$ cat src/common/adfc_pkg.sv
// Purpose: shared constants of the adc decimation filter control block
// Assumes: 125 MHz system clock, modulator ticks arrive as one-cycle strobes
// Notes: byte addresses are the full 32-bit apb addresses
`default_nettype none
package adfc_pkg;
  // register map
  localparam logic [31:0] ADFC_FILTER_CTRL_ADDR = 32'hffff0518;
  localparam logic [31:0] ADFC_EXT_CFG_ADDR = 32'hffff051c;
  localparam logic [31:0] ADFC_STATUS_ADDR = 32'hffff0520;
  localparam logic [15:0] ADFC_FILTER_CTRL_RESET = 16'h0007;
  localparam logic [7:0] ADFC_EXT_CFG_RESET = 8'h00;
  // filter control fields
  localparam int ADFC_CHOP_BIT = 15;
  localparam int ADFC_RAVG_BIT = 14;
  localparam int ADFC_AF_MSB = 13;
  localparam int ADFC_AF_LSB = 8;
  localparam int ADFC_NOTCH_BIT = 7;
  localparam int ADFC_SF_MSB = 6;
  // status fields
  localparam int ADFC_ST_SETTLED_BIT = 0;
  localparam int ADFC_ST_STARTUP_BIT = 1;
  localparam int ADFC_ST_LOWPWR_BIT = 2;
  localparam int ADFC_ST_RAVG_BIT = 3;
  localparam int ADFC_ST_STALL_BIT = 4;
  // rate arithmetic, in modulator ticks
  localparam int ADFC_STEP_SHIFT = 6;
  localparam int ADFC_PERIOD_W = 20;
  localparam int ADFC_AVG_BASE = 3;
  localparam int ADFC_MOD_FREQ_HZ = 512000;
  localparam logic [6:0] ADFC_SF_60HZ = 7'h7e;
  localparam logic [6:0] ADFC_SF_50HZ = 7'h7f;
  localparam int ADFC_RATE60_HZ = 60;
  localparam int ADFC_RATE50_HZ = 50;
  localparam logic [19:0] ADFC_TICKS_60HZ = 20'(ADFC_MOD_FREQ_HZ / ADFC_RATE60_HZ);
  localparam logic [19:0] ADFC_TICKS_50HZ = 20'(ADFC_MOD_FREQ_HZ / ADFC_RATE50_HZ);
  // settling, in output periods
  localparam logic [2:0] ADFC_SETTLE_PLAIN = 3'h3;
  localparam logic [2:0] ADFC_SETTLE_PLAIN_RAVG = 3'h4;
  localparam logic [2:0] ADFC_SETTLE_AVG = 3'h1;
  localparam logic [2:0] ADFC_SETTLE_AVG_RAVG = 3'h2;
  localparam logic [2:0] ADFC_SETTLE_CHOP = 3'h2;
  // first-result delay per enabled converter
  localparam int ADFC_CLK_PERIOD_NS = 8;
  localparam int ADFC_STARTUP_US = 60;
  localparam int ADFC_STARTUP_CYCLES =
      (ADFC_STARTUP_US * 1000 + ADFC_CLK_PERIOD_NS - 1) / ADFC_CLK_PERIOD_NS;
  localparam int ADFC_SU_W = 24;
endpackage : adfc_pkg
`default_nettype wire

$ cat src/design/adfc_filter_ctrl.sv
// Purpose: apb-controlled sequencing of the sinc3 decimation filter
// Assumes: i_mod_tick and i_lp_tick are same-clock one-cycle strobes
// Notes: results pass a two-entry buffer; a full buffer holds the period count
//
// Register access over APB was left to the implementer.
`timescale 1ns/1ps
`default_nettype none
module adfc_filter_ctrl #(
  parameter int DATA_W = 16,
  parameter int STARTUP_CYCLES = adfc_pkg::ADFC_STARTUP_CYCLES
) (
  input wire logic i_sys_clk,
  input wire logic i_reset,
  input wire logic i_ce,
  input wire logic i_psel,
  input wire logic i_penable,
  input wire logic i_pwrite,
  input wire logic [31:0] i_paddr,
  input wire logic [31:0] i_pwdata,
  output logic [31:0] o_prdata,
  output logic o_pready,
  output logic o_pslverr,
  input wire logic i_mod_tick,
  input wire logic i_lp_tick,
  input wire logic i_low_power_pin,
  input wire logic i_cur_en,
  input wire logic i_vt_en,
  input wire logic [DATA_W-1:0] i_sinc_data,
  output logic o_res_valid,
  output logic [DATA_W-1:0] o_res_data,
  input wire logic i_res_ready,
  output logic o_result_strobe,
  output logic o_cur_conv_rst,
  output logic o_vt_conv_rst,
  output logic o_chop_en,
  output logic o_second_notch,
  output logic [7:0] o_ext_config
);
  localparam int PW = adfc_pkg::ADFC_PERIOD_W;
  localparam int SUW = adfc_pkg::ADFC_SU_W;

  generate
    if (DATA_W < 2 || STARTUP_CYCLES < 1 || 2 * STARTUP_CYCLES >= 2 ** SUW) begin : g_bad
      $error("adfc_filter_ctrl: DATA_W or STARTUP_CYCLES out of range");
    end
  endgenerate

  typedef enum logic {ST_STARTUP, ST_RUN} adfc_state_t;

  // register group
  logic [15:0] ctrl_q, ctrl_d;
  logic [7:0] ext_q, ext_d;
  logic [31:0] prdata_q, prdata_d;
  logic pready_q, pready_d, pslverr_q, pslverr_d;
  logic restart_q, restart_d;
  logic access, commit;
  // conversion group
  adfc_state_t state_q, state_d;
  logic [SUW-1:0] su_cnt_q, su_cnt_d;
  logic [PW-1:0] per_cnt_q, per_cnt_d;
  logic [2:0] settle_q, settle_d;
  logic [DATA_W-1:0] prev_q, prev_d, push_data_q, push_data_d;
  logic have_prev_q, have_prev_d, push_q, push_d, strobe_q, strobe_d;
  // derived
  logic chop, ravg_eff, lp_eff, tick, stall, buf_in_ready, settled;
  logic [5:0] af;
  logic [6:0] sf;
  logic [PW-1:0] period_len;
  logic [2:0] settle_target;
  logic [DATA_W:0] avg_sum;
  logic [SUW-1:0] su_load;

  function automatic logic [PW-1:0] adfc_period(input logic [6:0] f_sf,
                                                input logic [5:0] f_af,
                                                input logic f_chop);
    logic [13:0] base;
    logic [6:0] mult;
    logic [20:0] prod;
    base = 14'(f_sf + 7'h01) << adfc_pkg::ADFC_STEP_SHIFT;
    mult = 7'(f_af) + 7'(adfc_pkg::ADFC_AVG_BASE);
    prod = 21'(base) * 21'(mult);
    if (f_sf == adfc_pkg::ADFC_SF_60HZ) begin
      return adfc_pkg::ADFC_TICKS_60HZ;
    end else if (f_sf == adfc_pkg::ADFC_SF_50HZ) begin
      return adfc_pkg::ADFC_TICKS_50HZ;
    end else if (f_chop || f_af != 6'h00) begin
      return prod[PW-1:0];
    end else begin
      return PW'(base);
    end
  endfunction : adfc_period

  adfc_sync3 u_lp_sync (
    .i_sys_clk(i_sys_clk),
    .i_reset(i_reset),
    .i_ce(i_ce),
    .i_async(i_low_power_pin),
    .o_level(lp_eff)
  );

  always_comb begin
    chop = ctrl_q[adfc_pkg::ADFC_CHOP_BIT];
    af = ctrl_q[adfc_pkg::ADFC_AF_MSB:adfc_pkg::ADFC_AF_LSB];
    sf = ctrl_q[adfc_pkg::ADFC_SF_MSB:0];
    ravg_eff = ctrl_q[adfc_pkg::ADFC_RAVG_BIT] || chop;
    // slow oscillator in low power scales every rate by the tick source
    tick = lp_eff ? i_lp_tick : i_mod_tick;
    period_len = adfc_period(sf, af, chop);
    if (chop) begin
      settle_target = adfc_pkg::ADFC_SETTLE_CHOP;
    end else if (af != 6'h00) begin
      settle_target = ravg_eff ? adfc_pkg::ADFC_SETTLE_AVG_RAVG : adfc_pkg::ADFC_SETTLE_AVG;
    end else begin
      settle_target = ravg_eff ? adfc_pkg::ADFC_SETTLE_PLAIN_RAVG : adfc_pkg::ADFC_SETTLE_PLAIN;
    end
    settled = settle_q >= settle_target;
    stall = push_q && !buf_in_ready;
    avg_sum = {prev_q[DATA_W-1], prev_q} + {i_sinc_data[DATA_W-1], i_sinc_data};
    su_load = SUW'(STARTUP_CYCLES) * SUW'({1'b0, i_cur_en} + {1'b0, i_vt_en});
  end

  // apb slave: pready one cycle into access, write lands on that edge
  always_comb begin
    access = i_psel && i_penable;
    commit = access && pready_q;
    pready_d = access && !pready_q;
    prdata_d = 32'h0000_0000;
    pslverr_d = 1'b0;
    ctrl_d = ctrl_q;
    ext_d = ext_q;
    restart_d = 1'b0;
    if (pready_d) begin
      if (i_paddr == adfc_pkg::ADFC_FILTER_CTRL_ADDR) begin
        prdata_d = {16'h0000, ctrl_q};
      end else if (i_paddr == adfc_pkg::ADFC_EXT_CFG_ADDR) begin
        prdata_d = {24'h00_0000, ext_q};
      end else if (i_paddr == adfc_pkg::ADFC_STATUS_ADDR) begin
        prdata_d[adfc_pkg::ADFC_ST_SETTLED_BIT] = settled;
        prdata_d[adfc_pkg::ADFC_ST_STARTUP_BIT] = state_q == ST_STARTUP;
        prdata_d[adfc_pkg::ADFC_ST_LOWPWR_BIT] = lp_eff;
        prdata_d[adfc_pkg::ADFC_ST_RAVG_BIT] = ravg_eff;
        prdata_d[adfc_pkg::ADFC_ST_STALL_BIT] = stall;
      end else begin
        pslverr_d = 1'b1;
      end
    end
    if (commit && i_pwrite) begin
      if (i_paddr == adfc_pkg::ADFC_FILTER_CTRL_ADDR) begin
        ctrl_d = i_pwdata[15:0];
        restart_d = i_pwdata[15:0] != ctrl_q;
      end else if (i_paddr == adfc_pkg::ADFC_EXT_CFG_ADDR) begin
        ext_d = i_pwdata[7:0];
      end
    end
  end

  always_ff @(posedge i_sys_clk) begin
    if (i_reset) begin
      ctrl_q <= adfc_pkg::ADFC_FILTER_CTRL_RESET;
      ext_q <= adfc_pkg::ADFC_EXT_CFG_RESET;
      prdata_q <= 32'h0000_0000;
      pready_q <= 1'b0;
      pslverr_q <= 1'b0;
      restart_q <= 1'b1;
    end else if (i_ce) begin
      ctrl_q <= ctrl_d;
      ext_q <= ext_d;
      prdata_q <= prdata_d;
      pready_q <= pready_d;
      pslverr_q <= pslverr_d;
      restart_q <= restart_d;
    end
  end

  // conversion sequencing; a full buffer holds the counter, no word is lost
  always_comb begin
    state_d = state_q;
    su_cnt_d = su_cnt_q;
    per_cnt_d = per_cnt_q;
    settle_d = settle_q;
    prev_d = prev_q;
    have_prev_d = have_prev_q;
    push_d = stall;
    push_data_d = push_data_q;
    strobe_d = 1'b0;
    if (restart_q) begin
      state_d = ST_STARTUP;
      su_cnt_d = su_load;
      per_cnt_d = '0;
      settle_d = 3'h0;
      have_prev_d = 1'b0;
    end else begin
      case (state_q)
        ST_STARTUP: begin
          if (su_cnt_q == '0) begin
            state_d = ST_RUN;
          end else begin
            su_cnt_d = su_cnt_q - SUW'(1);
          end
        end
        ST_RUN: begin
          if (tick && !stall) begin
            if (per_cnt_q >= period_len - PW'(1)) begin
              per_cnt_d = '0;
              prev_d = i_sinc_data;
              have_prev_d = 1'b1;
              if (!settled) begin
                settle_d = settle_q + 3'h1;
              end
              if (settle_q + 3'h1 >= settle_target) begin
                push_d = 1'b1;
                strobe_d = 1'b1;
                push_data_d = (ravg_eff && have_prev_q) ? avg_sum[DATA_W:1] : i_sinc_data;
              end
            end else begin
              per_cnt_d = per_cnt_q + PW'(1);
            end
          end
        end
        default: state_d = ST_STARTUP;
      endcase
    end
  end

  always_ff @(posedge i_sys_clk) begin
    if (i_reset) begin
      state_q <= ST_STARTUP;
      su_cnt_q <= '0;
      per_cnt_q <= '0;
      settle_q <= 3'h0;
      prev_q <= '0;
      have_prev_q <= 1'b0;
      push_q <= 1'b0;
      push_data_q <= '0;
      strobe_q <= 1'b0;
    end else if (i_ce) begin
      state_q <= state_d;
      su_cnt_q <= su_cnt_d;
      per_cnt_q <= per_cnt_d;
      settle_q <= settle_d;
      prev_q <= prev_d;
      have_prev_q <= have_prev_d;
      push_q <= push_d;
      push_data_q <= push_data_d;
      strobe_q <= strobe_d;
    end
  end

  adfc_skid_buf #(.W(DATA_W)) u_res_buf (
    .i_sys_clk(i_sys_clk),
    .i_reset(i_reset),
    .i_ce(i_ce),
    .i_in_valid(push_q),
    .i_in_data(push_data_q),
    .o_in_ready(buf_in_ready),
    .o_out_valid(o_res_valid),
    .o_out_data(o_res_data),
    .i_out_ready(i_res_ready)
  );

  assign o_prdata = prdata_q;
  assign o_pready = pready_q;
  assign o_pslverr = pslverr_q;
  assign o_result_strobe = strobe_q;
  assign o_cur_conv_rst = restart_q;
  assign o_vt_conv_rst = restart_q;
  assign o_chop_en = ctrl_q[adfc_pkg::ADFC_CHOP_BIT];
  assign o_second_notch = ctrl_q[adfc_pkg::ADFC_NOTCH_BIT];
  assign o_ext_config = ext_q;
endmodule : adfc_filter_ctrl
`default_nettype wire

$ cat src/design/adfc_skid_buf.sv
// Purpose: two-entry result buffer with valid and ready on both sides
// Assumes: single clock, all outputs registered
// Notes: ready on the fill side drops only while the spare slot is taken
`timescale 1ns/1ps
`default_nettype none
module adfc_skid_buf #(
  parameter int W = 16
) (
  input wire logic i_sys_clk,
  input wire logic i_reset,
  input wire logic i_ce,
  input wire logic i_in_valid,
  input wire logic [W-1:0] i_in_data,
  output logic o_in_ready,
  output logic o_out_valid,
  output logic [W-1:0] o_out_data,
  input wire logic i_out_ready
);
  logic out_v_q, out_v_d, sp_v_q, sp_v_d;
  logic [W-1:0] out_d_q, out_d_d, sp_d_q, sp_d_d;

  generate
    if (W < 1) begin : g_bad_w
      $error("adfc_skid_buf: W must be at least 1");
    end
  endgenerate

  always_comb begin
    out_v_d = out_v_q;
    out_d_d = out_d_q;
    sp_v_d = sp_v_q;
    sp_d_d = sp_d_q;
    if (out_v_q && i_out_ready) begin
      out_v_d = sp_v_q;
      out_d_d = sp_d_q;
      sp_v_d = 1'b0;
    end
    if (i_in_valid && !sp_v_q) begin
      if (!out_v_d) begin
        out_v_d = 1'b1;
        out_d_d = i_in_data;
      end else begin
        sp_v_d = 1'b1;
        sp_d_d = i_in_data;
      end
    end
  end

  always_ff @(posedge i_sys_clk) begin
    if (i_reset) begin
      out_v_q <= 1'b0;
      sp_v_q <= 1'b0;
      out_d_q <= '0;
      sp_d_q <= '0;
    end else if (i_ce) begin
      out_v_q <= out_v_d;
      sp_v_q <= sp_v_d;
      out_d_q <= out_d_d;
      sp_d_q <= sp_d_d;
    end
  end

  assign o_in_ready = !sp_v_q;
  assign o_out_valid = out_v_q;
  assign o_out_data = out_d_q;
endmodule : adfc_skid_buf
`default_nettype wire

$ cat src/design/adfc_sync3.sv
// Purpose: three-stage synchroniser for a pin level
// Assumes: input is asynchronous to i_sys_clk
// Notes: output moves only when stages two and three agree
`timescale 1ns/1ps
`default_nettype none
module adfc_sync3 (
  input wire logic i_sys_clk,
  input wire logic i_reset,
  input wire logic i_ce,
  input wire logic i_async,
  output logic o_level
);
  logic s1_q, s2_q, s3_q, lvl_q;
  logic s1_d, s2_d, s3_d, lvl_d;

  always_comb begin
    s1_d = i_async;
    s2_d = s1_q;
    s3_d = s2_q;
    lvl_d = (s2_q == s3_q) ? s3_q : lvl_q;
  end

  always_ff @(posedge i_sys_clk) begin
    if (i_reset) begin
      s1_q <= 1'b0;
      s2_q <= 1'b0;
      s3_q <= 1'b0;
      lvl_q <= 1'b0;
    end else if (i_ce) begin
      s1_q <= s1_d;
      s2_q <= s2_d;
      s3_q <= s3_d;
      lvl_q <= lvl_d;
    end
  end

  assign o_level = lvl_q;
endmodule : adfc_sync3
`default_nettype wire

$ cat config.mk
export PLATFORM = sky130hd
export DESIGN_NAME = adfc_filter_ctrl
export DESIGN_NICKNAME = d
export VERILOG_FILES = /design/src/common/adfc_pkg.sv /design/src/design/adfc_filter_ctrl.sv /design/src/design/adfc_skid_buf.sv /design/src/design/adfc_sync3.sv
export SDC_FILE = /design/constraint.sdc
export NUM_CORES = 1
export LEC_CHECK = 0
export BUFFER_PORTS_ARGS = -buffer_cell sky130_fd_sc_hd__buf_2
export CAP_MARGIN = 10
export CORE_MARGIN = 3
export CORE_UTILIZATION = 30
export CTS_BUF_LIST = sky130_fd_sc_hd__clkbuf_8
export CTS_CLUSTER_DIAMETER = 40
export DETAILED_ROUTE_END_ITERATION = 8
export GPL_TIMING_DRIVEN = 0
export SLEW_MARGIN = 5
export SYNTH_ARGS = -nofsm -noshare
export SYNTH_HDL_FRONTEND = slang
export SYNTH_SLANG_ARGS = --single-unit
$ cat constraint.sdc
create_clock -name i_sys_clk -period 9.1 [get_ports i_sys_clk]
set_clock_uncertainty 0.1 [all_clocks]
set_input_delay 1.82 -clock i_sys_clk [delete_from_list [all_inputs] [get_ports i_sys_clk]]
set_output_delay 1.82 -clock i_sys_clk [all_outputs]
set_load 0.02 [all_outputs]
==> metrics.cfg, run 1 <==
[run_status]
status = finished clean

[cells_and_area]
area_growth_pct = 15.25
multi_input_area_sq_um = 7222
diodes = 0
drive_above_1_share_pct = 15.62
regArea_sq_um = 3283
fillers = 3728
final_common_cell = nor2_1
final_nets = 1717
mostFrequentLayoutCells = nor2_1, dfxtp_1, buf_2

[global_route]
first_global_vias = 9893
grt_usage_pct = 16.29
grt_max_degree = 17
grt_first_pass_wirelength_microns = 51940
antenna_found_initial = 0
overflow = 0

[worst_setup_path]
critical_path_class = reg -> reg
worstPathArrival_ns = 8.80
endpoint_kind = flip-flop
startpoint = ctrl_q[8]
reg2reg_from = ctrl_q[8]
worst_path_max_delay_cell = fa_1
worstPathMaxFanout = 10
critPathMaxStageDelay_ns = 0.56
start_kind = flip-flop
cp.required_ns = 9.37

[cts]
cts_root_buf = clkbuf_8
cts_num_sinks = 164
clkLatencyLatePin_ns = 0.46
cts_tree = yes
cts_resized = 0
hold_buffers = 0
cts_buffers = 17
cts_buffer_depth = 2
clk_pin_slew_ns = 0.09
post_cts_buffers = 0
cts.htree.levels = 4

[placed_design]
port-buffer-count = 121
place_hpwl_microns = 25010
routabilityCongestion = 0.8415
dp_slack_ns = 0.07322

[routing]
drc = 0
drtAntennaViolNets = 0
routedWlPerCell_microns = 15.79
first_pass_iters = 5
via_per_inst = 5.063
drt_wl_total_microns = 31430
vias = 10080
drtIter0Drc = 730

[sta]
maxSlewViolCount = 0
fmax_mhz = 117.3
rsz0062_at_grt = false
fin_crit_sh_pct = 93.70
fin_tns_setup_ns = 0
finalSetupViolCount = 0
hold_viol_final = 0
fin_ws_ns = 0.5730
fin_crit_ns = 8.527
slew_headroom_pct = 43.89
worst_pin_slew_ns = 0.8356

[floorplanning]
num_rows = 69
fp.dieW_microns = 198.1
core_sq_um = 36000
die_y_microns = 198.1
pin_count = 156
die_area_sq_um = 39230
initial_core_util_pct = 30.74

[synthesis]
synth.avg_cell_area_sq_um = 8.126
synth_top_area_share_pct = 29.66
synth-seq-cells = 164
yosys_warnings = 0
syn-cell-area_sq_um = 11070
synth-async-reset-ratio_pct = 0
syn_inst = 1362
synth.top_cells.by_area = dfxtp_1, ha_1, nor2_1
yosysTopAreaCell = dfxtp_1
synth_edf_count = 0
seq_area_frac_synth_pct = 29.66
synth.distinct_cells = 84
ys.flop_type = dfxtp_1

[power_and_ir_drop]
p_leak_nw = 5.678
power.density_nw_per_um2 = 115.9
vdd_drop_max_mv = 0.09133

[worst_hold_path]
hold_path_class = reg -> reg
hp-start = u_res_buf.sp_d_q[2]

[job]
maxCapViolCount = 0

[worst max-delay path: cells and delay by family, from the launching register on]
| kind | cells | cell delay (ns) |
|---|---|---|
| mux | 1 | 0.22 |
| xor+xnor | 1 | 0.20 |
| compound gates | 9 | 2.04 |
| simple gates | 7 | 1.59 |
| fa+ha+maj | 7 | 3.00 |
| buf+inv | 7 | 0.90 |
| flops | 1 | 0.38 |
[worst paths after layout]
path | end | slack, ns | cells past startpoint
worst max-delay path | push_data_q[14] | 0.57 | 32
worst min-delay path | u_res_buf.sp_d_q[2] | 0.36 | 2
worst max register to register | push_data_q[14] | 0.57 | 32
worst min register to register | u_res_buf.sp_d_q[2] | 0.36 | 2
[stage by stage]
step	total power (W)	util [%]	cell area, sq um	hold WS, ns	std cells
floorplan	0.0008670	-	11120	0.3369	1377
global placement	0.0009236	34.18	12310	0.3431	1959
detailed placement	0.0009266	34.18	12310	0.3474	1959
CTS	0.001488	35.35	12730	0.3614	1991
global route	0.001539	35.43	12760	0.3840	1991
finish	0.001479	35.43	12760	0.3615	1991
[cells by family (layout without fill, tap and decap cells)]
group / after synthesis / in the layout / synth area share (%)
and+or+nand+nor: 548 / 548 / 23.51
AOI/OAI and AO/OA: 268 / 268 / 15.68
DFF: 164 / 164 / 29.66
buffers and inverters: 141 / 294 / 5.822
adders and majority gates: 108 / 108 / 14.18
xor gates and xnor gates: 75 / 75 / 5.935
muxes: 57 / 57 / 5.177
other: 1 / 16 / 0.03388
[report_power, final]
part	total [W]	internal (W)	switching [W]	leakage, nW
clock	0.000565	0.000271	0.000294	0.215
combinational	0.000174	0.0000653	0.000109	4.14
sequential	0.000739	0.000728	0.0000110	1.32
[per-layer routing]
metal / part of all wire [%] / routed length (microns) / GRT usage, % / vias to the layer above
met5: 0 / 0 / 0 / -
met4: 2.7 / 842 / 5.374 / 0
met3: 4.3 / 1348 / 2.569 / 43
met2: 47 / 14900 / 27.60 / 229
met1: 46 / 14330 / 21.24 / 4796
li1: - / - / - / 5012
[Yosys cell counts, types with 3 or more instances]
master / count
nor2_1: 245
dfxtp_1: 164
nand2_1: 107
ha_1: 79
o21ai_0: 74
a21oi_1: 73
inv_1: 57
mux2i_1: 55
clkbuf_1: 46
xor2_1: 40
xnor2_1: 35
nand3_1: 34
nor3_1: 33
fa_1: 29
buf_4: 21
a21o_1: 19
or2_2: 19
a22oi_1: 15
a211oi_1: 14
and3_1: 14
nand2b_1: 14
nor2b_1: 14
nor4_1: 14
buf_2: 11
nand4_1: 11
or3_1: 11
a31oi_1: 9
o211ai_1: 7
a222oi_1: 5
a311oi_1: 5
nor4b_1: 4
o31ai_1: 4
o41ai_1: 4
a41oi_1: 3
and2_1: 3
buf_6: 3
nand3b_1: 3
o2111ai_1: 3
o21a_1: 3
[sequential cells by signal (all words and copies together) (netlist names), 16 cells and up]
| name | cells |
|---|---|
| ctrl_q | 16 |
| u_res_buf.sp_d_q | 16 |
| per_cnt_q | 20 |
| push_data_q | 16 |
| su_cnt_q | 24 |
| u_res_buf.o_out_data | 16 |
| o_prdata | 16 |
| prev_q | 16 |
[cell type report]
| cell class | instances | share of cell area [%] |
|---|---|---|
| flip-flops and latches | 164 | 25.74 |
| well taps | 461 | 4.522 |
| clock buffers | 20 | 2.158 |
| inverters | 58 | 1.707 |
| plain buffers | 83 | 3.374 |
| multi-input cells | 1072 | 56.62 |
| repair buffers | 121 | 4.747 |
| clock inverters | 12 | 1.138 |
Note: power is estimated with default switching activity, not from simulation.
==> run 2: changes to the inputs <==
--- a/config.mk
+++ b/config.mk
@@ -7,12 +7,14 @@
 export LEC_CHECK = 0
 export BUFFER_PORTS_ARGS = -buffer_cell sky130_fd_sc_hd__buf_2
 export CAP_MARGIN = 10
+export CORE_ASPECT_RATIO = 1.5
 export CORE_MARGIN = 3
 export CORE_UTILIZATION = 30
 export CTS_BUF_LIST = sky130_fd_sc_hd__clkbuf_8
 export CTS_CLUSTER_DIAMETER = 40
 export DETAILED_ROUTE_END_ITERATION = 8
 export GPL_TIMING_DRIVEN = 0
+export RECOVER_POWER = 25
 export SLEW_MARGIN = 5
 export SYNTH_ARGS = -nofsm -noshare
 export SYNTH_HDL_FRONTEND = slang
==> run 2 against run 1 <==
Effect of this change:
- combinational power about the same
- fmax about the same
- utilization down 0.43 points
- design area down 0.78%
- first-iteration DRC count down 22%
- critical endpoint is now push_data_q[15]
- highest routed layer unchanged
==> metrics.cfg, run 2 (synthesized netlist as in run 1, its figures left out) <==
[worst_setup_path]
critPathMaxStageDelay_ns = 0.54  ; -0.02 ns
cp.required_ns = 9.34  ; -0.03 ns
reg2reg_from = ctrl_q[8]
worstPathArrival_ns = 8.78  ; -0.02 ns
worstPathMaxFanout = 10  ; unchanged
path_buf_inv = 7  ; unchanged
crit_family = adder cells
endpoint_kind = flip-flop
start_kind = flip-flop
critical_path_class = reg -> reg
startpoint = ctrl_q[8]
worst_path_max_delay_cell = fa_1

[cts]
cts_tree = yes
cts_buffer_depth = 2  ; unchanged
post_cts_buffers = 0  ; unchanged
hold_buffers = 0  ; unchanged
cts_root_buf = clkbuf_8
clkLatencyLatePin_ns = 0.47  ; about the same
cts_resized = 0  ; unchanged
clk_pin_slew_ns = 0.10  ; about the same
cts.htree.levels = 4  ; unchanged
cts_num_sinks = 164  ; unchanged
cts_buffers = 17  ; unchanged

[routing]
routedWlPerCell_microns = 16.08  ; +1.9%
via_per_inst = 4.994  ; -1.4%
vias = 10030  ; -0.47%
first_pass_iters = 5  ; unchanged
drtAntennaViolNets = 0  ; unchanged
drt_wl_total_microns = 32310  ; +2.8%
drc = 0  ; unchanged
drtIter0Drc = 568  ; -22%

[global_route]
grt_usage_pct = 16.55  ; +0.26 points
overflow = 0  ; unchanged
first_global_vias = 10030  ; +1.4%
antenna_found_initial = 2  ; +2
grt_max_degree = 17  ; unchanged
grt_first_pass_wirelength_microns = 51740  ; -0.37%

[cells_and_area]
final_area_sq_um = 12660  ; -0.78%
largest_reg_flops = 24  ; unchanged
drive_above_1_share_pct = 13.28  ; -2.3 points
final_nets = 1717  ; unchanged
final_common_cell = nor2_1
final_util_pct = 35.00  ; -0.43 points
regMostFlops = su_cnt_q
largest_registers = su_cnt_q (24), per_cnt_q (20)
area_growth_pct = 14.36
mostFrequentLayoutCells = nor2_1, dfxtp_1, nand2_1

[sta]
finalSetupViolCount = 0  ; unchanged
rsz0062_at_grt = false
slew_headroom_pct = 44.56  ; +0.67 points
worst_pin_slew_ns = 0.8253  ; -0.01036 ns
hold_viol_final = 0  ; unchanged
fin_crit_ns = 8.533  ; +0.006349 ns
fin_tns_setup_ns = 0  ; unchanged
maxSlewViolCount = 0  ; unchanged
fin_crit_sh_pct = 93.77  ; about the same
fmax_mhz = 117.2  ; about the same

[job]
maxCapViolCount = 0  ; unchanged

[power_and_ir_drop]
p_leak_nw = 5.484  ; -3.4%
p_sw_w = 0.0004118  ; -0.54%
power.density_nw_per_um2 = 110.9  ; -4.4%
vdd_drop_max_mv = 0.08624  ; -5.6%
intPower_w = 0.0009914  ; -6.9%
p_seq_share_pct = 52.7  ; +2.7 points
pwr-share-comb_pct = 12.4  ; +0.6 points
swShare_pct = 29.34  ; +1.3 points
clkPwrFrac_pct = 34.9  ; -3.3 points

[floorplanning]
die_y_microns = 241.2  ; +22%
initial_core_util_pct = 30.61  ; -0.14 points
core_sq_um = 36160  ; +0.44%
fp.dieW_microns = 162.8  ; -18%
die_area_sq_um = 39280  ; +0.12%
pin_count = 156  ; unchanged
num_rows = 85  ; +23%

[placed_design]
port-buffer-count = 121  ; unchanged
routabilityCongestion = 0.8670  ; +3.0%
place_hpwl_microns = 26000  ; +4.0%
place_area_sq_um = 12330  ; +0.17%

[worst_hold_path]
hold_path_class = reg -> reg
hp-start = u_res_buf.sp_d_q[15]

[run_status]
status = finished clean

## run 2: cell count changes in the layout (fill, tap and decap cells not counted), sizes merged
cell and delta:
buf -37, clkbuf +35, bufinv -2, clkinvlp +2, diode +2, inv +1
## run 2: cell type report
type / count / area, sq um
Fill cell: 3900 / 23500
Multi-Input combinational cell: 1072 / 7214
Sequential cell: 164 / 3283
Tap cell: 478 / 598.1
Timing Repair Buffer: 121 / 561.8
Buffer: 83 / 430.4
Clock buffer: 18 / 247.7
Inverter: 58 / 217.7
Clock inverter: 13 / 98.84
Antenna cell: 2 / 5.005
## run 2: power by group through the flow
stage | Sequential (W) | Combinational (W) | Clock (W)
after global placement | 0.000755 | 0.000170 | 0
final | 0.000739 | 0.000174 | 0.000490
after CTS | 0.000739 | 0.000173 | 0.000506
after detailed placement | 0.000756 | 0.000172 | 0
after global routing | 0.000741 | 0.000191 | 0.000533
after floorplan | 0.000753 | 0.000114 | 0
## run 2: final timing paths
path,slack [ns],endpoint,cells after the start
worst max-delay path,0.57,push_data_q[15],33
worst min-delay path,0.36,u_res_buf.sp_d_q[15],2
worst max register to register,0.57,push_data_q[15],33
worst min register to register,0.36,u_res_buf.sp_d_q[15],2
## run 2: worst reg2reg max path, delay by kind of cell, from the launching register on
family / cells / cell delay, ns
adders and majority gates: 7 / 2.98
and+or+nand+nor: 8 / 1.59
xor gates and xnor gates: 1 / 0.24
AOI/OAI and AO/OA: 8 / 1.63
DFF: 1 / 0.39
muxes: 2 / 0.47
buffers and inverters: 7 / 0.99
## run 2: per-layer routing
layer	GRT usage, %	wire length, microns	vias up	part of all wire [%]
met5	0	0	-	0
li1	-	-	5001	-
met1	17.83	12930	4767	40
met3	3.216	1311	61	4.1
met4	7.387	1099	0	3.4
met2	31.10	16970	204	53
## run 2: stage by stage
stage	total power (W)	hold slack (ns)	cells	worst slack, ns
2_1_floorplan	0.0008670	0.3369	1377	1.323
3_3_place_gp	0.0009249	0.3431	1976	0.3148
3_5_place_dp	0.0009273	0.3503	1976	0.2440
4_1_cts	0.001418	0.3638	2007	0.1996
5_1_grt	0.001465	0.3825	2009	0.06398
6_report	0.001403	0.3598	2009	0.5667
